$ cat config.mk
export PLATFORM = sky130hd
export DESIGN_NAME = power_mode_manager
export DESIGN_NICKNAME = d
export VERILOG_FILES = /design/src/pmm_pkg.sv /design/src/pmm_clk_div.sv /design/src/pmm_sync.sv /design/src/power_mode_manager.sv
export SDC_FILE = /design/constraint.sdc
export NUM_CORES = 1
export LEC_CHECK = 0
export ABC_AREA = 1
export BUFFER_PORTS_ARGS = -buffer_cell sky130_fd_sc_hd__buf_2
export CORE_ASPECT_RATIO = 0.75
export CORE_MARGIN = 2
export CORE_UTILIZATION = 25
export DETAILED_ROUTE_END_ITERATION = 12
export GPL_TIMING_DRIVEN = 0
export PLACE_DENSITY = 0.39
export SYNTH_ARGS = -nofsm -noshare
export SYNTH_HDL_FRONTEND = slang
export SYNTH_HIERARCHICAL = 1
export SYNTH_SLANG_ARGS = --single-unit
export TNS_END_PERCENT = 1
$ cat constraint.sdc
create_clock -name clock -period 3.1 [get_ports clock]
set_clock_uncertainty 0.15 [all_clocks]
set_input_delay 0.62 -clock clock [delete_from_list [all_inputs] [get_ports clock]]
set_output_delay 0.62 -clock clock [all_outputs]
set_load 0.03 [all_outputs]
$ cat src/pmm_pkg.sv
// constants and types of the power mode manager
package pmm_pkg;
  localparam int SLOW_CLK_HZ = 20_000_000;
  localparam int CLK_PERIOD_NS = 50;
  // register byte offsets
  localparam logic [7:0] REG_CTRL = 8'h00;
  localparam logic [7:0] REG_WAKE = 8'h04;
  localparam logic [7:0] REG_TMR = 8'h08;
  localparam logic [7:0] REG_STAT = 8'h0C;
  localparam logic [7:0] REG_IRQ = 8'h10;
  localparam logic [7:0] REG_MASK = 8'h14;
  localparam logic [7:0] REG_RTC = 8'h18;
  // control register fields
  localparam int CTRL_SAVE_REQ = 0;
  localparam int CTRL_NVM_ON = 1;
  localparam int CTRL_DIV_LSB = 4;
  localparam int DIV_W = 4;
  // wake register fields
  localparam int WAKE_RF_EN = 0;
  localparam int WAKE_PIN_EN = 1;
  localparam int WAKE_PIN_POL = 2;
  localparam int WAKE_TMR_EN = 3;
  // reset values
  localparam logic CTRL_NVM_RST = 1'b1;
  localparam logic [3:0] WAKE_RST = 4'h0;
  localparam logic [3:0] DIV_RST = 4'h0;
  // interrupt status bits
  localparam int IRQ_W = 4;
  localparam int EV_STARTUP = 0;
  localparam int EV_SAVE = 1;
  localparam int EV_WAKE = 2;
  localparam int EV_TMR = 3;
  // oscillator settle time in cycles
  localparam int OSC_SETTLE_CYC = 16;
  localparam int CAP_CHARGE_CYC = 32;
  localparam logic [1:0] RESP_OKAY = 2'b00;
  localparam logic [1:0] RESP_SLVERR = 2'b10;

  typedef enum logic [2:0] {
    PM_OFF = 3'b000,
    PM_CHARGE = 3'b001,
    PM_OSC = 3'b010,
    PM_RUN = 3'b011,
    PM_SLEEP = 3'b100,
    PM_SAVE = 3'b101
  } pmm_state_t;
endpackage

$ cat src/pmm_clk_div.sv
// fast clock enable divider: pulse every (div+1) slow clock cycles
`timescale 1ns/1ps
module pmm_clk_div #(
  parameter int DW = 4
) (
  input wire logic clock,
  input wire logic rst_n,
  input wire logic run,
  input wire logic [DW-1:0] div,
  output logic tick
);
  logic [DW-1:0] cnt_q;
  logic [DW-1:0] cnt_d;
  logic tick_q;
  logic tick_d;
  always_comb begin
    cnt_d = cnt_q;
    tick_d = 1'b0;
    if (run) begin
      if (cnt_q >= div) begin
        cnt_d = '0;
        tick_d = 1'b1;
      end else begin
        cnt_d = cnt_q + 1'b1;
      end
    end else begin
      cnt_d = '0;
    end
  end
  always_ff @(posedge clock) begin
    if (!rst_n) begin
      cnt_q <= '0;
      tick_q <= 1'b0;
    end else begin
      cnt_q <= cnt_d;
      tick_q <= tick_d;
    end
  end
  assign tick = tick_q;
endmodule // pmm_clk_div

$ cat src/pmm_sync.sv
// two flip-flop synchroniser for a level
`timescale 1ns/1ps
module pmm_sync (
  input wire logic clock,
  input wire logic rst_n,
  input wire logic din,
  output logic dout
);
  logic meta_q;
  logic meta_d;
  logic sync_q;
  logic sync_d;
  always_comb begin
    meta_d = din;
    sync_d = meta_q;
  end
  always_ff @(posedge clock) begin
    if (!rst_n) begin
      meta_q <= 1'b0;
      sync_q <= 1'b0;
    end else begin
      meta_q <= meta_d;
      sync_q <= sync_d;
    end
  end
  assign dout = sync_q;
endmodule // pmm_sync

$ cat src/power_mode_manager.sv
// power mode manager of the always-on standby domain
`timescale 1ns/1ps
// What this block does
// - start up into operation mode when supplied
// - detect main supply, then sequence start-up
// - software request moves chip to power save
// - power save: core, io, nvm, bridge, osc off
// - nvm power follows software bit, default on
// - nfc domain on only with rf field
// - enabled wake conditions return to operation
// - rf field detection wakes when enabled
// - wake pin level wakes, polarity selectable
// - standby timer counts ticks, wakes at count
// - standby domain holds wake timer and rtc
// - regulators enabled from supply or rf
// - bridge capacitor charged from rf, controlled
// - wait instructions put cpu to sleep
// - interrupt ends sleep, restores cpu clock
// - sleep gates the cpu clock only
// - fast clock divided by software setting
// - runs from the always-on slow clock
module power_mode_manager
  import pmm_pkg::*;
#(
  parameter int TMR_W = 32,
  parameter int SETTLE = OSC_SETTLE_CYC,
  parameter int CHARGE = CAP_CHARGE_CYC
) (
  input wire logic clock,
  input wire logic rst_n,
  input wire logic supplyPresent,
  input wire logic rfFieldPresent,
  input wire logic wakePin,
  input wire logic waitInterruptInstruction,
  input wire logic waitEventInstruction,
  input wire logic cpuIrq,
  input wire logic [7:0] s_axi_awaddr,
  input wire logic s_axi_awvalid,
  output logic s_axi_awready,
  input wire logic [31:0] s_axi_wdata,
  input wire logic [3:0] s_axi_wstrb,
  input wire logic s_axi_wvalid,
  output logic s_axi_wready,
  output logic [1:0] s_axi_bresp,
  output logic s_axi_bvalid,
  input wire logic s_axi_bready,
  input wire logic [7:0] s_axi_araddr,
  input wire logic s_axi_arvalid,
  output logic s_axi_arready,
  output logic [31:0] s_axi_rdata,
  output logic [1:0] s_axi_rresp,
  output logic s_axi_rvalid,
  input wire logic s_axi_rready,
  output logic coreOn,
  output logic ioOn,
  output logic nvmOn,
  output logic bridgeOn,
  output logic nfcOn,
  output logic mainOscOn,
  output logic regulatorOn,
  output logic regFromRf,
  output logic bridgeChargeEn,
  output logic coreRst_n,
  output logic cpuClkEn,
  output logic fastClkTick,
  output logic irq
);
  // synchronised pins
  logic supSync;
  logic rfSync;
  logic pinSync;
  pmm_sync uSyncSup (.clock(clock), .rst_n(rst_n), .din(supplyPresent),
    .dout(supSync));
  pmm_sync uSyncRf (.clock(clock), .rst_n(rst_n), .din(rfFieldPresent),
    .dout(rfSync));
  pmm_sync uSyncPin (.clock(clock), .rst_n(rst_n), .din(wakePin),
    .dout(pinSync));

  pmm_state_t st_q, st_d;
  logic [15:0] seq_q, seq_d;
  logic [TMR_W-1:0] tmr_q, tmr_d;
  logic [TMR_W-1:0] tmrLim_q, tmrLim_d;
  logic [31:0] rtc_q, rtc_d;
  logic nvmCtl_q, nvmCtl_d;
  logic saveReq_q, saveReq_d;
  logic [3:0] wake_q, wake_d;
  logic [DIV_W-1:0] div_q, div_d;
  logic [IRQ_W-1:0] stat_q, stat_d;
  logic [IRQ_W-1:0] mask_q, mask_d;
  logic [IRQ_W-1:0] ev;
  logic irq_q, irq_d;
  logic fromRf_q, fromRf_d;
  // bus state
  logic awHave_q, awHave_d, wHave_q, wHave_d;
  logic [7:0] awAddr_q, awAddr_d;
  logic [31:0] wData_q, wData_d;
  logic [3:0] wStrb_q, wStrb_d;
  logic bValid_q, bValid_d, rValid_q, rValid_d;
  logic [1:0] bResp_q, bResp_d, rResp_q, rResp_d;
  logic [31:0] rData_q, rData_d;
  logic doWrite, wakeHit, tmrHit, powered;
  logic [31:0] wrMasked;
  logic [2:0] rdy_q, rdy_d;

  function automatic logic isMapped(input logic [7:0] a);
    return a == REG_CTRL || a == REG_WAKE || a == REG_TMR ||
      a == REG_STAT || a == REG_IRQ || a == REG_MASK || a == REG_RTC;
  endfunction

  function automatic logic [31:0] strbMerge(input logic [31:0] old,
      input logic [31:0] nw, input logic [3:0] s);
    logic [31:0] r;
    r = old;
    for (int i = 0; i < 4; i++) begin
      if (s[i]) begin
        r[i*8 +: 8] = nw[i*8 +: 8];
      end
    end
    return r;
  endfunction

  assign powered = supSync || rfSync;
  assign doWrite = awHave_q && wHave_q && !bValid_q;
  assign wrMasked = strbMerge(32'h0, wData_q, wStrb_q);
  assign tmrHit = wake_q[WAKE_TMR_EN] && (tmr_q >= tmrLim_q);
  // any enabled source wakes
  assign wakeHit = (wake_q[WAKE_RF_EN] && rfSync) ||
    (wake_q[WAKE_PIN_EN] && (pinSync == wake_q[WAKE_PIN_POL])) ||
    tmrHit;

  // power state sequence
  always_comb begin
    st_d = st_q;
    seq_d = seq_q;
    tmr_d = tmr_q;
    fromRf_d = fromRf_q;
    ev = '0;
    case (st_q)
      PM_OFF: begin
        seq_d = '0;
        if (powered) begin
          fromRf_d = !supSync;
          st_d = supSync ? PM_OSC : PM_CHARGE;
        end
      end
      PM_CHARGE: begin
        seq_d = seq_q + 16'h0001;
        if (!powered) begin
          st_d = PM_OFF;
        end else if (seq_q >= 16'(CHARGE - 1)) begin
          seq_d = '0;
          st_d = PM_OSC;
        end
      end
      PM_OSC: begin
        seq_d = seq_q + 16'h0001;
        if (seq_q >= 16'(SETTLE - 1)) begin
          seq_d = '0;
          st_d = PM_RUN;
          ev[EV_STARTUP] = 1'b1;
        end
      end
      PM_RUN: begin
        if (saveReq_q) begin
          st_d = PM_SAVE;
          tmr_d = '0;
          ev[EV_SAVE] = 1'b1;
        end else if (waitInterruptInstruction || waitEventInstruction) begin
          st_d = PM_SLEEP;
        end
      end
      PM_SLEEP: begin
        if (cpuIrq) begin
          st_d = PM_RUN;
        end
      end
      PM_SAVE: begin
        tmr_d = tmr_q + 1'b1;
        if (wakeHit) begin
          st_d = PM_OSC;
          seq_d = '0;
          ev[EV_WAKE] = 1'b1;
          ev[EV_TMR] = tmrHit;
        end
      end
      default: st_d = PM_OFF;
    endcase
  end

  // register file and bus slave
  always_comb begin
    awHave_d = awHave_q;
    wHave_d = wHave_q;
    awAddr_d = awAddr_q;
    wData_d = wData_q;
    wStrb_d = wStrb_q;
    bValid_d = bValid_q;
    bResp_d = bResp_q;
    rValid_d = rValid_q;
    rResp_d = rResp_q;
    rData_d = rData_q;
    nvmCtl_d = nvmCtl_q;
    saveReq_d = saveReq_q && st_q != PM_SAVE;
    wake_d = wake_q;
    div_d = div_q;
    tmrLim_d = tmrLim_q;
    mask_d = mask_q;
    stat_d = stat_q;
    rtc_d = rtc_q + 32'h1;
    if (s_axi_awvalid && !awHave_q) begin
      awHave_d = 1'b1;
      awAddr_d = s_axi_awaddr;
    end
    if (s_axi_wvalid && !wHave_q) begin
      wHave_d = 1'b1;
      wData_d = s_axi_wdata;
      wStrb_d = s_axi_wstrb;
    end
    if (doWrite) begin
      awHave_d = 1'b0;
      wHave_d = 1'b0;
      bValid_d = 1'b1;
      bResp_d = isMapped(awAddr_q) ? RESP_OKAY : RESP_SLVERR;
      case (awAddr_q)
        REG_CTRL: begin
          if (wStrb_q[0]) begin
            saveReq_d = wData_q[CTRL_SAVE_REQ] && st_q == PM_RUN;
            nvmCtl_d = wData_q[CTRL_NVM_ON];
            div_d = wData_q[CTRL_DIV_LSB +: DIV_W];
          end
        end
        REG_WAKE: if (wStrb_q[0]) wake_d = wData_q[3:0];
        REG_TMR: tmrLim_d = TMR_W'(strbMerge(32'(tmrLim_q), wData_q,
          wStrb_q));
        REG_IRQ: stat_d = stat_q & ~wrMasked[IRQ_W-1:0];
        REG_MASK: if (wStrb_q[0]) mask_d = wData_q[IRQ_W-1:0];
        REG_RTC: rtc_d = strbMerge(rtc_q, wData_q, wStrb_q);
        default: ;
      endcase
    end
    stat_d = stat_d | ev; // set beats clear
    irq_d = |(stat_d & mask_d);
    if (bValid_q && s_axi_bready) begin
      bValid_d = 1'b0;
    end
    if (rValid_q && s_axi_rready) begin
      rValid_d = 1'b0;
    end else if (s_axi_arvalid && !rValid_q) begin
      rValid_d = 1'b1;
      rResp_d = isMapped(s_axi_araddr) ? RESP_OKAY : RESP_SLVERR;
      case (s_axi_araddr)
        REG_CTRL: rData_d = {24'h0, div_q, 2'b00, nvmCtl_q, saveReq_q};
        REG_WAKE: rData_d = {28'h0, wake_q};
        REG_TMR: rData_d = 32'(tmrLim_q);
        REG_STAT: rData_d = {24'h0, fromRf_q, rfSync, pinSync, supSync,
          1'b0, st_q};
        REG_IRQ: rData_d = {28'h0, stat_q};
        REG_MASK: rData_d = {28'h0, mask_q};
        REG_RTC: rData_d = rtc_q;
        default: rData_d = 32'h0;
      endcase
    end
    rdy_d = {!awHave_d, !wHave_d, !rValid_d};
  end

  always_ff @(posedge clock) begin
    if (!rst_n) begin
      st_q <= PM_OFF;
      rdy_q <= 3'b111;
      seq_q <= '0;
      tmr_q <= '0;
      tmrLim_q <= '0;
      rtc_q <= '0;
      nvmCtl_q <= CTRL_NVM_RST;
      saveReq_q <= 1'b0;
      wake_q <= WAKE_RST;
      div_q <= DIV_RST;
      stat_q <= '0;
      mask_q <= '0;
      irq_q <= 1'b0;
      fromRf_q <= 1'b0;
      awHave_q <= 1'b0;
      wHave_q <= 1'b0;
      awAddr_q <= '0;
      wData_q <= '0;
      wStrb_q <= '0;
      bValid_q <= 1'b0;
      bResp_q <= RESP_OKAY;
      rValid_q <= 1'b0;
      rResp_q <= RESP_OKAY;
      rData_q <= '0;
    end else begin
      st_q <= st_d;
      seq_q <= seq_d;
      tmr_q <= tmr_d;
      tmrLim_q <= tmrLim_d;
      rtc_q <= rtc_d;
      nvmCtl_q <= nvmCtl_d;
      saveReq_q <= saveReq_d;
      wake_q <= wake_d;
      div_q <= div_d;
      stat_q <= stat_d;
      mask_q <= mask_d;
      irq_q <= irq_d;
      fromRf_q <= fromRf_d;
      awHave_q <= awHave_d;
      wHave_q <= wHave_d;
      awAddr_q <= awAddr_d;
      wData_q <= wData_d;
      wStrb_q <= wStrb_d;
      bValid_q <= bValid_d;
      bResp_q <= bResp_d;
      rValid_q <= rValid_d;
      rResp_q <= rResp_d;
      rData_q <= rData_d;
      rdy_q <= rdy_d;
    end
  end

  // domain outputs, registered
  logic [10:0] pwr_q, pwr_d;
  logic running, tick;
  assign running = st_d == PM_RUN || st_d == PM_SLEEP;
  always_comb begin
    pwr_d[0] = running || st_d == PM_OSC;
    pwr_d[1] = running || st_d == PM_OSC;
    pwr_d[2] = running && nvmCtl_d;
    pwr_d[3] = running;
    pwr_d[4] = rfSync;
    pwr_d[5] = st_d == PM_OSC || running;
    pwr_d[6] = st_d != PM_OFF;
    pwr_d[7] = fromRf_d;
    pwr_d[8] = st_d == PM_CHARGE || (fromRf_d && running);
    pwr_d[9] = running;
    pwr_d[10] = st_d == PM_RUN;
  end
  always_ff @(posedge clock) begin
    if (!rst_n) begin
      pwr_q <= '0;
    end else begin
      pwr_q <= pwr_d;
    end
  end

  pmm_clk_div #(.DW(DIV_W)) uDiv (.clock(clock), .rst_n(rst_n),
    .run(pwr_d[5]), .div(div_q), .tick(tick));

  assign coreOn = pwr_q[0];
  assign ioOn = pwr_q[1];
  assign nvmOn = pwr_q[2];
  assign bridgeOn = pwr_q[3];
  assign nfcOn = pwr_q[4];
  assign mainOscOn = pwr_q[5];
  assign regulatorOn = pwr_q[6];
  assign regFromRf = pwr_q[7];
  assign bridgeChargeEn = pwr_q[8];
  assign coreRst_n = pwr_q[9];
  assign cpuClkEn = pwr_q[10];
  assign fastClkTick = tick;
  assign irq = irq_q;
  assign s_axi_awready = rdy_q[2];
  assign s_axi_wready = rdy_q[1];
  assign s_axi_bvalid = bValid_q;
  assign s_axi_bresp = bResp_q;
  assign s_axi_arready = rdy_q[0];
  assign s_axi_rvalid = rValid_q;
  assign s_axi_rresp = rResp_q;
  assign s_axi_rdata = rData_q;
endmodule // power_mode_manager

# After elaboration in Yosys (flattened, before gate mapping)
# Index checks and enable logic that the tools add are counted.
op_classes:
  add_sub_neg: 4
  n_lt_le_gt_ge: 4
  eq_ne: 29
  n_mux: 53
  bitwise_logic: 7
  n_reduce_logical: 60
op_table:
  columns: ["operator", "n"]
  rows:
  - ["one-hot mux 32 bit (7 select lines)", 1]
  - ["2-to-1 mux 32 bit", 3]
  - ["adder 32 x 1 -> 32 bit (second input constant)", 2]
  - ["2-to-1 mux 16 bit", 4]
  - ["one-hot mux 16 bit (4 select lines)", 1]
  - ["one-hot mux 32 bit (2 select lines)", 1]
  - ["== test 8 x 5 -> 1 bit (second input constant)", 6]
  - ["== test 8 x 4 -> 1 bit (second input constant)", 4]
  - [">= comparator 32 bit", 1]
  - ["2-to-1 mux 8 bit", 4]
  - ["2-to-1 mux 3 bit", 8]
  - ["2-to-1 mux 4 bit", 6]
  - ["logical OR 1 bit", 19]
  - ["2-to-1 mux 1 bit", 19]
  - ["one-hot mux 3 bit (6 select lines)", 1]
  - ["AND reduction 3 bit", 6]
  - ["adder 16 x 1 -> 16 bit (second input constant)", 1]
  - ["== test 8 x 3 -> 1 bit (second input constant)", 2]
  - [">= comparator 16 x 4 -> 1 bit (second input constant)", 1]
  - [">= comparator 16 x 5 -> 1 bit (second input constant)", 1]
  - ["logical NOT 8 bit", 2]
  - ["!= test 3 bit (second input constant)", 5]
  - ["logical AND 1 bit", 14]
  - ["== test 3 x 2 -> 1 bit (second input constant)", 4]
  - ["20 further kinds", 41]
totals:
  reg_bits: 244
  out_inout_bits: 54
  elab_cells: 196

# Logic depth before layout (Yosys ltp)
# Gate-level depths: netlist of the first run.
logic_depth:
  word_depth: 11
  mapped_depth: 23

# Hierarchy
# The synthesis of the first run kept the hierarchy.
modules_own_cells:
  columns: ["mod", "n_inst", "cells_each", "area_per_inst_um2", "seq_area_each_um2"]
  rows:
  - ["power_mode_manager", 1, 1684, 11721.2, 4544.4]
  - ["pmm_clk_div", 1, 39, 302.8, 100.1]
  - ["pmm_sync", 3, 6, 55.1, 40.0]

# Least setup slack after synthesis of the first run
# No wires, ideal clock.
synth_timing:
  kind: "reg2reg"
  startpoint: "reg seq_q[0]"
  endpoint: "reg uDiv.cnt_q[0]"
  t_arrival_ns: 1.947
  slack_ns: 0.938
  path_stages_with_launch: 15
  period_less_slack_ns: 2.162
  path_cell_list: "dfxtp_1 > ha_1 > nand2_1 > inv_1 > nand2_1 > inv_1 > nor4_2 > nor2_1 > nor2_1 > nand3_1 > nand2_1 > nand2_1 > inv_1 > nand4_2 > nor2_1"
synth_via:
  elab_chain_len: 9
synth_rtl:
  columns: ["element", "line", "source"]
  rows:
  - ["start: declaration", "power_mode_manager.sv:80", "logic [15:0] seq_q, seq_d;"]
  - ["start signal: assignment", "power_mode_manager.sv:294", "seq_q <= seq_d;"]
  - [">= comparator 16 x 5 -> 1 bit", "power_mode_manager.sv:150", "end else if (seq_q >= 16'(CHARGE - 1)) begin"]
  - ["2-to-1 mux 3 bit", "power_mode_manager.sv:150", null]
  - ["2-to-1 mux 3 bit", "power_mode_manager.sv:148", "if (!powered) begin"]
  - ["one-hot mux 3 bit (6 select lines) (*)", "power_mode_manager.sv:138", "case (st_q)"]
  - ["== test 3 x 2 -> 1 bit / == test 3 bit (equally long branches)", "power_mode_manager.sv:323", "assign running = st_d == PM_RUN || st_d == PM_SLEEP;"]
  - ["logical OR 1 bit", "power_mode_manager.sv:323", null]
  - ["logical OR 1 bit (*)", null, null]
  - ["net pwr_d[0]", "power_mode_manager.sv:321", "logic [10:0] pwr_q, pwr_d;"]
  - ["inverter 1 bit (no source line) (*)", null, null]
  - ["OR reduction 3 bit (no source line) (*)", null, null]
  - ["end signal: assignment", "pmm_clk_div.sv:35", "cnt_q <= cnt_d;"]
  - ["end: declaration", "pmm_clk_div.sv:12", "logic [DW-1:0] cnt_q;"]
# The timed path passes the listed nets; every way through them passes the cells marked *.
# A chain may end at the register's enable or synchronous reset.

# Worst setup path in the final report of the first run
layout_timing:
  startpoint: "reg tmr_q[7]"
  endpoint: "reg seq_q[13]"
layout_via:
  elab_chain_len: 5
layout_rtl:
  columns: ["element", "line", "source"]
  rows:
  - ["start: declaration", "power_mode_manager.sv:81", "logic [TMR_W-1:0] tmr_q, tmr_d;"]
  - ["start signal: assignment", "power_mode_manager.sv:295", "tmr_q <= tmr_d;"]
  - [">= comparator 32 bit", "power_mode_manager.sv:125", "assign tmrHit = wake_q[WAKE_TMR_EN] && (tmr_q >= tmrLim_q);"]
  - ["logical AND 1 bit", "power_mode_manager.sv:125", null]
  - ["logical OR 1 bit", "power_mode_manager.sv:128", "(wake_q[WAKE_PIN_EN] && (pinSync == wake_q[WAKE_PIN_POL])) ||"]
  - ["!= test 2 bit (no source line)", null, null]
  - ["AND reduction 2 bit (no source line)", null, null]
# Every way passes these cells.

==> out/qor.yml, run 1 <==
fin_area_um2: 14530
r2r-start: "tmr_q[7]$_SDFFE_PN0P_"
syn_inst: 1741
met2RoutedLength_um: 18640
clock-sinks: 238
r2r_slack_ps: 270
yosys_warnings: 6
cpMaxStageDelayCell: "dfxtp_1"
hpwl_um: 37740
grt.total_usage_pct: 18.54
via_per_inst: 4.763
tightest_slew_ps: 1033
seq_area_frac_synth_pct: 39.09
antenna_found_initial: 0
core-area_um2: 48430
grt_pass1_vias: 11149
setup_ws_ps: 268.8
drv_slew: 0
layout_common_cells: "nand2_1 (340), inv_1 (248), dfxtp_1 (238), a21oi_1 (201), o21ai_0 (165)"
min_from: "supplyPresent"
finalPower_w: 0.007069
dr_wl_met3_um: 3158
synth-main-ff-cell: "dfxtp_1"
power_density_nw_per_um2: 486.4
cpMostUsedCell: "nand2_1"
firstDrtPassIters: 5
slew_headroom_pct: 31.16
die_area_um2: 50560
met1Wirelength_um: 24840
ctsLongestPathBuffers: 3
vias: 12183
final_common_cell: "nand2_1"
timing.rr.end: "seq_q[13]$_SDFFE_PN0P_"
antenna_cells: 0
critical_path.top_delay_family: "simple AND/OR/NAND/NOR gates"
grt_max_degree: 15
async_flop_share_pct: 0
required_ps: 3440
drt-total-wl_um: 47950
syn_area_um2: 12190
rsz0062_at_grt: "no"
period_needed_ps: 2831
path_class: "reg -> reg"
setup_violations: 0
grt_pass1_wl_um: 70930
pin_count: 119
drtIter0Drc: 1094
nNetsFinal: 1994
drc: 0
fin_crit_sh_pct: 91.33
cts_root_buffer: "clkbuf_16"
start_util_pct: 25.17
synth_top_area_share_pct: 39.09
leakage_nw: 5.722
yosysTopAreaCell: "dfxtp_1"
timing.final.hold_violations: 0
setup-tns-final_ps: 0
worstHoldEndpoint: "uSyncSup/meta_q$_SDFF_PN0_"
critPathMaxStageDelay_ps: 500
placementRows: 70
clkLatencyLatePin_ps: 580
critical_path_buf_inv_count: 1
drv_cap: 0
die_w_um: 259.0
grt-ovfl-total: 0
timing.hold.ws_ps: 86.41
top_layer: "met4"
synthToLayoutAreaGrowth_pct: 19.23
postSynthAreaPerCell_um2: 7.001
holdPathStages: 3
end_kind: "register"
cts_tree: "yes"
status: "completed"
cts_max_level: 1
path_cells: "ha_1 > a21o_1 > nor2_1 > nand2_1 > nand2_1 > nand2_1 > nand2_1 > nand2_1 > nand2_1 > nand3_2 > nand2_1 > buf_2 > nand2_1 > a21oi_1"
wire_per_inst_um: 18.75
crit_fanout: 10
numCtsBuffers: 29
hp-class: "in -> reg"
io_buffers: 116
synth.distinct_cells: 60
peakVddDrop_mv: 0.4162
synth.area.top_cells: "dfxtp_1 (39%), nand2_1 (11%), a21oi_1 (8.3%)"
placed_area_um2: 13580
clk_pin_slew_ps: 60
cp-start-kind: "register"
synth_edf_count: 0
max_freq_mhz: 353.2
pre_cts_ws_ps: -218.3
worstRegToRegCells: 14
ant_nets: 0
layout-drive-gt1-share_pct: 12.15
die_h_um: 195.2
n_fill_cell: 5401
synth_seq_cells: 238
arrival_ps: 3170
place.gp.congestion: 0.8942
## final cells by class
type	count	area (um2)	share of cell area, %
Multi-Input combinational cell	1182	6201	42.67
Sequential cell	238	4765	32.79
Inverter	256	962.2	6.621
Clock buffer	42	814.5	5.605
Tap cell	648	810.8	5.579
Timing Repair Buffer	116	580.6	3.995
Buffer	66	292.8	2.015
Clock inverter	10	106.4	0.7318
## how the worst max path moves through the flow
stage / start / endpoint / slack (ps) / cells after the start
after CTS: awAddr_q[0]$_SDFFE_PN0P_ / rtc_q[23]$_SDFFE_PN0P_ / 170 / 11
final: tmr_q[7]$_SDFFE_PN0P_ / seq_q[13]$_SDFFE_PN0P_ / 270 / 14
after floorplan: seq_q[0]$_SDFFE_PN0P_ / uDiv/cnt_q[0]$_SDFF_PP0_ / 940 / 14
after detailed placement: rst_n / div_q[0]$_SDFFE_PN0P_ / -220 / 5
after global placement: rst_n / div_q[0]$_SDFFE_PN0P_ / -120 / 5
after global routing: tmrLim_q[31]$_SDFFE_PN0P_ / uDiv/cnt_q[0]$_SDFF_PP0_ / 10 / 18
## timing repair
item                       4_1_cts  5_1_grt
hold buffers                     0        0
gates resized for setup          0        6
setup endpoints to repair        0       10
setup buffers                    0        0
## sequential cells by signal, indices dropped and copies added, names as in the netlist, 8 cells and up
register and flops:
rtc_q 32, awAddr_q 8, wData_q 32, tmrLim_q 32, s_axi_rdata 32, pwr_q 8
seq_q 16, tmr_q 32
## power by group
part           internal, W  switching, W  total (W)
Sequential         0.00313     0.0000461    0.00318
Combinational     0.000122      0.000362   0.000484
Clock              0.00198       0.00143    0.00341
Total              0.00523       0.00184    0.00707
## per-layer routing
metal	up-vias	GRT usage, %
li1	6071	-
met1	5691	28.90
met2	362	25.60
met3	59	3.271
met4	0	4.903
met5	-	0
## synth_stat cells (3+ instances only)
cell type,instances
a22oi_1,4
a221oi_1,5
nor2_2,5
or2_2,6
a31oi_1,5
o31ai_1,7
nand2_2,5
inv_1,248
xor2_1,22
ha_1,40
xnor2_1,4
nor4_1,8
clkbuf_1,42
buf_4,6
nor3_1,41
dfxtp_1,238
o21ai_0,165
nand4_1,25
nand2_1,341
nor3_2,5
o211ai_1,6
inv_2,6
a22o_1,3
nand3_1,65
nor2_1,127
a21oi_1,202
o221ai_1,3
o22ai_1,31
o21ai_1,5
nor2_4,7
a21oi_2,3
buf_2,12
a211oi_1,4
nor3b_1,3
buf_1,5
## metrics by stage
stage / instances / utilization (%)
floorplan: 1742 / -
global placement: 2506 / 28.05
detailed placement: 2506 / 28.05
CTS: 2558 / 29.95
global route: 2558 / 30.01
finish: 2558 / 30.01
## worst reg2reg max path: stages, from the launching register on
cell,delay (ps)
dfxtp_1,500
ha_1,310
a21o_1,180
nor2_1,100
nand2_1,60
nand2_1,50
nand2_1,60
nand2_1,60
nand2_1,100
nand2_1,130
nand3_2,140
nand2_1,370
buf_2,320
nand2_1,80
a21oi_1,130
## cell families after synthesis
kind of cell,share of synthesized area (%)
compound gates,20.56
simple gates,24.05
buf+inv,10.30
other cells,0.03076
xor+xnor,1.868
fa+ha+maj,4.106
flops,39.09
Note: power is estimated with default switching activity, not from simulation.
==> inputs of run 2 (changes only) <==
--- a/config.mk
+++ b/config.mk
@@ -6,7 +6,7 @@
 export NUM_CORES = 1
 export LEC_CHECK = 0
 export ABC_AREA = 1
-export BUFFER_PORTS_ARGS = -buffer_cell sky130_fd_sc_hd__buf_2
+export BUFFER_PORTS_ARGS = -buffer_cell sky130_fd_sc_hd__buf_4
 export CORE_ASPECT_RATIO = 0.75
 export CORE_MARGIN = 2
 export CORE_UTILIZATION = 25
==> constraint.sdc (replaced) <==
create_clock -name clock -period 3.5 [get_ports clock]
set_clock_uncertainty 0.15 [all_clocks]
set_input_delay 0.7 -clock clock [delete_from_list [all_inputs] [get_ports clock]]
set_output_delay 0.7 -clock clock [all_outputs]
set_load 0.03 [all_outputs]
==> run 2 against run 1 <==
Total power is 9.0% lower; setup slack better by 270 ps; clock power is 7.0% lower; core utilization is 0.67 points higher; highest routed layer unchanged; worst hold slack better by 59 ps; cell count hardly changed; via count is 0.34% lower; die area stayed put; sequential share of layout area is 0.72 points lower.
==> out/qor.yml, run 2 (same netlist as run 1, synthesis figures left out) <==
leakage_nw: 5.808  # was 5.722 nW
critical_path_buf_inv_count: 1  # unchanged
cts_max_level: 1  # unchanged
critPathMaxStageDelay_ps: 490  # was 500 ps
vias: 12142  # was 12183
path_cells: "ha_1 > a21o_1 > nor2_1 > nand2_1 > nor2_1 > nand2_1 > nand2_1 > nand2_1 > nand2_1 > nand3_1 > nand2_1 > buf_2 > nand2_1 > a21oi_1"  # was ha_1 > a21o_1 > nor2_1 > nand2_1 > nand2_1 > nand2_1 > nand2_1 > nand2_1 > nand2_1 > nand3_2 > nand2_1 > buf_2 > nand2_1 > a21oi_1
via_per_inst: 4.749  # was 4.763
nNetsFinal: 1993  # was 1994
synthToLayoutAreaGrowth_pct: 21.89  # was 19.23%
io_buffers: 116  # unchanged
cpMostUsedCell: "nand2_1"  # unchanged
crit_path_start: "tmr_q[15]$_SDFFE_PN0P_"  # was tmr_q[7]$_SDFFE_PN0P_
grt_max_degree: 15  # unchanged
clock-sinks: 238  # unchanged
grt_pass1_wl_um: 72310  # was 70930 um
layout-drive-gt1-share_pct: 12.26  # was 12.15%
cpMaxStageDelayCell: "dfxtp_1"  # unchanged
peakVddDrop_mv: 0.2817  # was 0.4162 mV
layout_common_cells: "nand2_1 (341), inv_1 (248), dfxtp_1 (238), a21oi_1 (202), o21ai_0 (165)"  # was nand2_1 (340), inv_1 (248), dfxtp_1 (238), a21oi_1 (201), o21ai_0 (165)
fin_area_um2: 14860  # was 14530 um2
dp.cells: 2506  # unchanged
fin_crit_sh_pct: 84.71  # was 91.33%
finalPower_w: 0.006433  # was 0.007069 W
r2r_slack_ps: 540  # was 270 ps
drv_cap: 0  # unchanged
arrival_ps: 3290  # was 3170 ps
hpwl_um: 38300  # was 37740 um
rsz0062_at_grt: "no"  # unchanged
crit_fanout: 10  # unchanged
max_freq_mhz: 337.3  # was 353.2 MHz
pin_count: 119  # unchanged
wire_per_inst_um: 18.93  # was 18.75 um
antenna_cells: 0  # unchanged
die_area_um2: 50560  # unchanged
instances_no_fill: 2557  # was 2558
power_density_nw_per_um2: 433.0  # was 486.4 nW/um2
cts_root_buffer: "clkbuf_16"  # unchanged
final_common_cell: "nand2_1"  # unchanged
ant_nets: 0  # unchanged
setup_ws_ps: 535.0  # was 268.8 ps
placementRows: 70  # unchanged
die_w_um: 259.0  # unchanged
drtIter0Drc: 941  # was 1094
slew_headroom_pct: 30.59  # was 31.16%
critical_path.top_delay_family: "simple AND/OR/NAND/NOR gates"  # unchanged
status: "completed"  # unchanged
holdBufCountCts: 0  # unchanged
pre_cts_ws_ps: 330.5  # was -218.3 ps
cp-start-kind: "register"  # unchanged
n_fill_cell: 5352  # was 5401
clkLatencyLatePin_ps: 590  # was 580 ps
post_cts_buffers: 0  # unchanged
die_h_um: 195.2  # unchanged
drc: 0  # unchanged
ctsLongestPathBuffers: 3  # unchanged
period_needed_ps: 2965  # was 2831 ps
setup-tns-final_ps: 0  # unchanged
worst-path-stages: 14  # unchanged
cts_tree: "yes"  # unchanged
required_ps: 3820  # was 3440 ps
drt-total-wl_um: 48390  # was 47950 um
antenna_found_initial: 0  # unchanged
setup_violations: 0  # unchanged
numCtsBuffers: 28  # was 29
path_class: "reg -> reg"  # unchanged
hp-class: "in -> reg"  # unchanged
drv_slew: 0  # unchanged
timing.final.hold_violations: 0  # unchanged
r2r-start: "tmr_q[15]$_SDFFE_PN0P_"  # was tmr_q[7]$_SDFFE_PN0P_
worstRegToRegCells: 14  # unchanged
grt-ovfl-total: 0  # unchanged
grt.total_usage_pct: 18.88  # was 18.54%
grt_pass1_vias: 11473  # was 11149
endpoint: "seq_q[2]$_SDFFE_PN0P_"  # was seq_q[13]$_SDFFE_PN0P_
clk_pin_slew_ps: 60  # about the same
place.gp.congestion: 0.9278  # was 0.8942
timing.rr.end: "seq_q[2]$_SDFFE_PN0P_"  # was seq_q[13]$_SDFFE_PN0P_
tightest_slew_ps: 1041  # was 1033 ps
end_kind: "register"  # unchanged
placed_area_um2: 13870  # was 13580 um2
start_util_pct: 25.17  # unchanged
core-area_um2: 48430  # unchanged
post_cts_resized: 0  # unchanged
firstDrtPassIters: 5  # unchanged
-- run 2: cell types whose count changed in the layout (fill, tap and decap cells not counted), sizes merged --
cell    previous run  this run
clkinv             8        12
bufinv             2         4
inv              255       254
clkbuf            84        78
-- run 2: power by group --
part	switching, W	internal, W
sequential	0.0000436	0.00277
clock	0.00128	0.00189
combinational	0.000317	0.000134
total	0.00164	0.00479
-- run 2: worst min-delay path, delay by kind of cell --
kind / cells / cell delay [ps]
buf+inv: 2 / 120
simple gates: 1 / 40
-- run 2: final cells by class --
class                           instances  area [um2]  area share, %
Inverter                              256       962.2          6.476
Multi-Input combinational cell       1182        6173          41.55
Sequential cell                       238        4765          32.07
Tap cell                              648       810.8          5.457
Timing Repair Buffer                  116       870.8          5.861
Buffer                                 66       292.8          1.971
Clock buffer                           36       790.8          5.322
Clock inverter                         15       192.7          1.297
-- run 2: worst min path at each step --
stage | from | to | slack (ps) | depth (start not counted)
after floorplan | uSyncPin/meta_q$_SDFF_PN0_ | uSyncPin/dout$_SDFF_PN0_ | 240 | 2
after global placement | uSyncRf/meta_q$_SDFF_PN0_ | uSyncRf/dout$_SDFF_PN0_ | 250 | 2
after detailed placement | uSyncRf/meta_q$_SDFF_PN0_ | uSyncRf/dout$_SDFF_PN0_ | 260 | 2
after CTS | supplyPresent | uSyncSup/meta_q$_SDFF_PN0_ | 120 | 3
after global routing | wakePin | uSyncPin/meta_q$_SDFF_PN0_ | 140 | 3
final | supplyPresent | uSyncSup/meta_q$_SDFF_PN0_ | 150 | 3
-- run 2: stage by stage --
stage / hold slack [ps] / util, %
finish: 145.1 / 30.68
global placement: 254.7 / 28.65
detailed placement: 258.5 / 28.65
global route: 140.3 / 30.68
floorplan: 240.0 / -
CTS: 119.6 / 30.68
-- run 2: metal layers --
metal | up-vias | track usage (%) | wire, um | share of wire, %
li1 | 6077 | - | - | -
met1 | 5658 | 29.52 | 25090 | 52
met2 | 359 | 26.27 | 19030 | 39
met3 | 48 | 3.634 | 3300 | 6.8
met4 | 0 | 3.789 | 967 | 2.0
met5 | - | 0 | 0 | 0
==> inputs of run 3 (changes only) <==
==> constraint.sdc (replaced) <==
create_clock -name clock -period 2.9 [get_ports clock]
set_clock_uncertainty 0.15 [all_clocks]
set_input_delay 0.58 -clock clock [delete_from_list [all_inputs] [get_ports clock]]
set_output_delay 0.58 -clock clock [all_outputs]
set_load 0.03 [all_outputs]
==> run 3 against run 2 <==
First-iteration DRC count is 0.32% lower; global-route usage stayed put; core utilization is 0.19 points higher; maximum frequency is 9.2% higher; largest cell class unchanged; count of clock-buffer cells in the layout stayed put; setup slack worse by 350 ps; critical endpoint is now uDiv/cnt_q[2]$_SDFF_PP0_; total power is 21% higher; routed wire length hardly changed; combinational power is 22% higher; register-to-register slack worse by 350 ps.
==> out/qor.yml, run 3 (same netlist as run 1, synthesis figures left out) <==
status: "completed"  # unchanged
pin_count: 119  # unchanged
setup_ws_ps: 183.9  # was 535.0 ps
p_sw_share_pct: 25.50  # about the same
setup-tns-final_ps: 0  # unchanged
drv_cap: 0  # unchanged
r2r_slack_ps: 180  # was 540 ps
layout_common_cells: "nand2_1 (337), inv_1 (246), dfxtp_1 (238), a21oi_1 (202), o21ai_0 (165)"  # was nand2_1 (341), inv_1 (248), dfxtp_1 (238), a21oi_1 (202), o21ai_0 (165)
hpwl_um: 38300  # unchanged
fin_crit_sh_pct: 93.66  # was 84.71%
n_fill_cell: 5344  # was 5352
vias: 12159  # was 12142
clock-sinks: 238  # unchanged
place.gp.congestion: 0.9278  # unchanged
timing.hold.ws_ps: 31.55  # was 145.1 ps
power_frac_seq_pct: 43.8  # about the same
placed_area_um2: 13870  # unchanged
path_class: "reg -> reg"  # unchanged
path_cells: "inv_1 > ha_1 > nand2_1 > nor2_1 > nand2_1 > nor2_1 > nor2_1 > nand2_1 > nand2_1 > nand2_2 > nand2_1 > nand3_2 > nand3_1 > nand2_4 > nand2_1 > inv_2 > nand4_4 > nor2_1"  # was ha_1 > a21o_1 > nor2_1 > nand2_1 > nor2_1 > nand2_1 > nand2_1 > nand2_1 > nand2_1 > nand3_1 > nand2_1 > buf_2 > nand2_1 > a21oi_1
rsz0062_at_grt: "yes"  # was no
core-area_um2: 48430  # unchanged
wire_per_inst_um: 18.93  # about the same
required_ps: 3270  # was 3820 ps
io_buffers: 116  # unchanged
drv_slew: 0  # unchanged
nNetsFinal: 1994  # was 1993
peakVddDrop_mv: 0.3398  # was 0.2817 mV
ant_nets: 0  # unchanged
placementRows: 70  # unchanged
arrival_ps: 3090  # was 3290 ps
power_density_nw_per_um2: 519.6  # was 433.0 nW/um2
cpMaxStageDelayCell: "dfxtp_1"  # unchanged
die_area_um2: 50560  # unchanged
via_per_inst: 4.753  # was 4.749
antenna_cells: 0  # unchanged
cts_root_buffer: "clkbuf_16"  # unchanged
grt_pass1_wl_um: 72320  # was 72310 um
ctsLongestPathBuffers: 3  # unchanged
start_util_pct: 25.17  # unchanged
final_common_cell: "nand2_1"  # unchanged
clk_pin_slew_ps: 70  # was 60 ps
period_needed_ps: 2716  # was 2965 ps
drc: 0  # unchanged
cts_tree: "yes"  # unchanged
clkLatencyLatePin_ps: 590  # about the same
p_comb_share_pct: 7.1  # was 7.0%
seq_area_um2: 4765  # unchanged
drtIter0Drc: 938  # was 941
end_kind: "register"  # unchanged
cp-start-kind: "register"  # unchanged
grt.total_usage_pct: 18.88  # unchanged
slew_headroom_pct: 27.50  # was 30.59%
p_clk_share_pct: 49.2  # about the same
leakage_nw: 5.819  # was 5.808 nW
die_h_um: 195.2  # unchanged
finalPower_w: 0.007767  # was 0.006433 W
hp-class: "in -> reg"  # unchanged
multi_input_area_um2: 6252  # was 6173 um2
crit_fanout: 5  # was 10
post_cts_buffers: 0  # unchanged
setup_violations: 0  # unchanged
tightest_slew_ps: 1087  # was 1041 ps
synthToLayoutAreaGrowth_pct: 22.63  # was 21.89%
max_freq_mhz: 368.2  # was 337.3 MHz
critPathMaxStageDelay_ps: 340  # was 490 ps
grt_pass1_vias: 11473  # unchanged
timing.final.hold_violations: 0  # unchanged
firstDrtPassIters: 6  # was 5
antenna_found_initial: 0  # unchanged
grt_max_degree: 15  # unchanged
power.switching_w: 0.001981  # was 0.001641 W
numCtsBuffers: 28  # unchanged
layout-drive-gt1-share_pct: 13.04  # was 12.26%
critical_path.top_delay_family: "simple AND/OR/NAND/NOR gates"  # unchanged
internal_power_w: 0.005787  # was 0.004792 W
grt-ovfl-total: 0  # unchanged
die_w_um: 259.0  # unchanged
cts_max_level: 1  # unchanged
pre_cts_ws_ps: -149.5  # was 330.5 ps
cpMostUsedCell: "nand2_1"  # unchanged
critical_path_buf_inv_count: 2  # was 1
fin_area_um2: 14950  # was 14860 um2
drt-total-wl_um: 48410  # was 48390 um
-- run 3: cell types whose count changed in the layout (fill, tap and decap cells not counted), sizes merged --
cell | before | now
buf | 140 | 139
dlygate4sd3 | 0 | 1
clkbuf | 78 | 79
-- run 3: power groups by stage --
stage	Clock, W	Sequential (W)	Combinational [W]
2_1_floorplan	0	0.00348	0.000258
3_3_place_gp	0	0.00347	0.000546
3_5_place_dp	0	0.00347	0.000549
4_1_cts	0.00391	0.00340	0.000552
5_1_grt	0.00402	0.00341	0.000608
6_report	0.00382	0.00340	0.000549
-- run 3: worst paths after layout --
check	from	to	cells after the start
worst min-delay path	wakePin	uSyncPin/meta_q$_SDFF_PN0_	3
worst max register to register	tmrLim_q[7]$_SDFFE_PN0P_	uDiv/cnt_q[2]$_SDFF_PP0_	18
worst min register to register	uSyncRf/meta_q$_SDFF_PN0_	uSyncRf/dout$_SDFF_PN0_	2
worst max-delay path	tmrLim_q[7]$_SDFFE_PN0P_	uDiv/cnt_q[2]$_SDFF_PP0_	18
-- run 3: cell type report --
cell class	instances	share of cell area, %
plain buffers	66	1.967
clock buffers	36	5.290
clock inverters	15	1.289
inverters	256	6.437
multi-input cells	1182	41.83
flip-flops and latches	238	31.87
well taps	648	5.424
repair buffers	117	5.893
-- run 3: timing repair --
action,CTS,global route
hold endpoints to repair,1,0
pin swaps,0,1
gates resized for setup,2,18
setup endpoints to repair,10,23
hold buffers,1,0
-- run 3: routing by layer --
metal	GRT usage (%)	wire, um	vias to the layer above
met3	3.634	3272	48
met2	26.27	19060	364
li1	-	-	6075
met4	3.789	953	0
met1	29.52	25130	5672
met5	0	0	-
-- run 3: worst min-delay path: cells and delay by family --
kind,cells,cell delay [ps]
buffers and inverters,2,120
AND/OR/NAND/NOR,1,40
-- run 3: stage by stage --
| step | utilization, % | cells |
|---|---|---|
| CTS | 30.71 | 2558 |
| global placement | 28.65 | 2506 |
| global route | 30.86 | 2558 |
| detailed placement | 28.65 | 2506 |
| floorplan | - | 1742 |
| finish | 30.86 | 2558 |
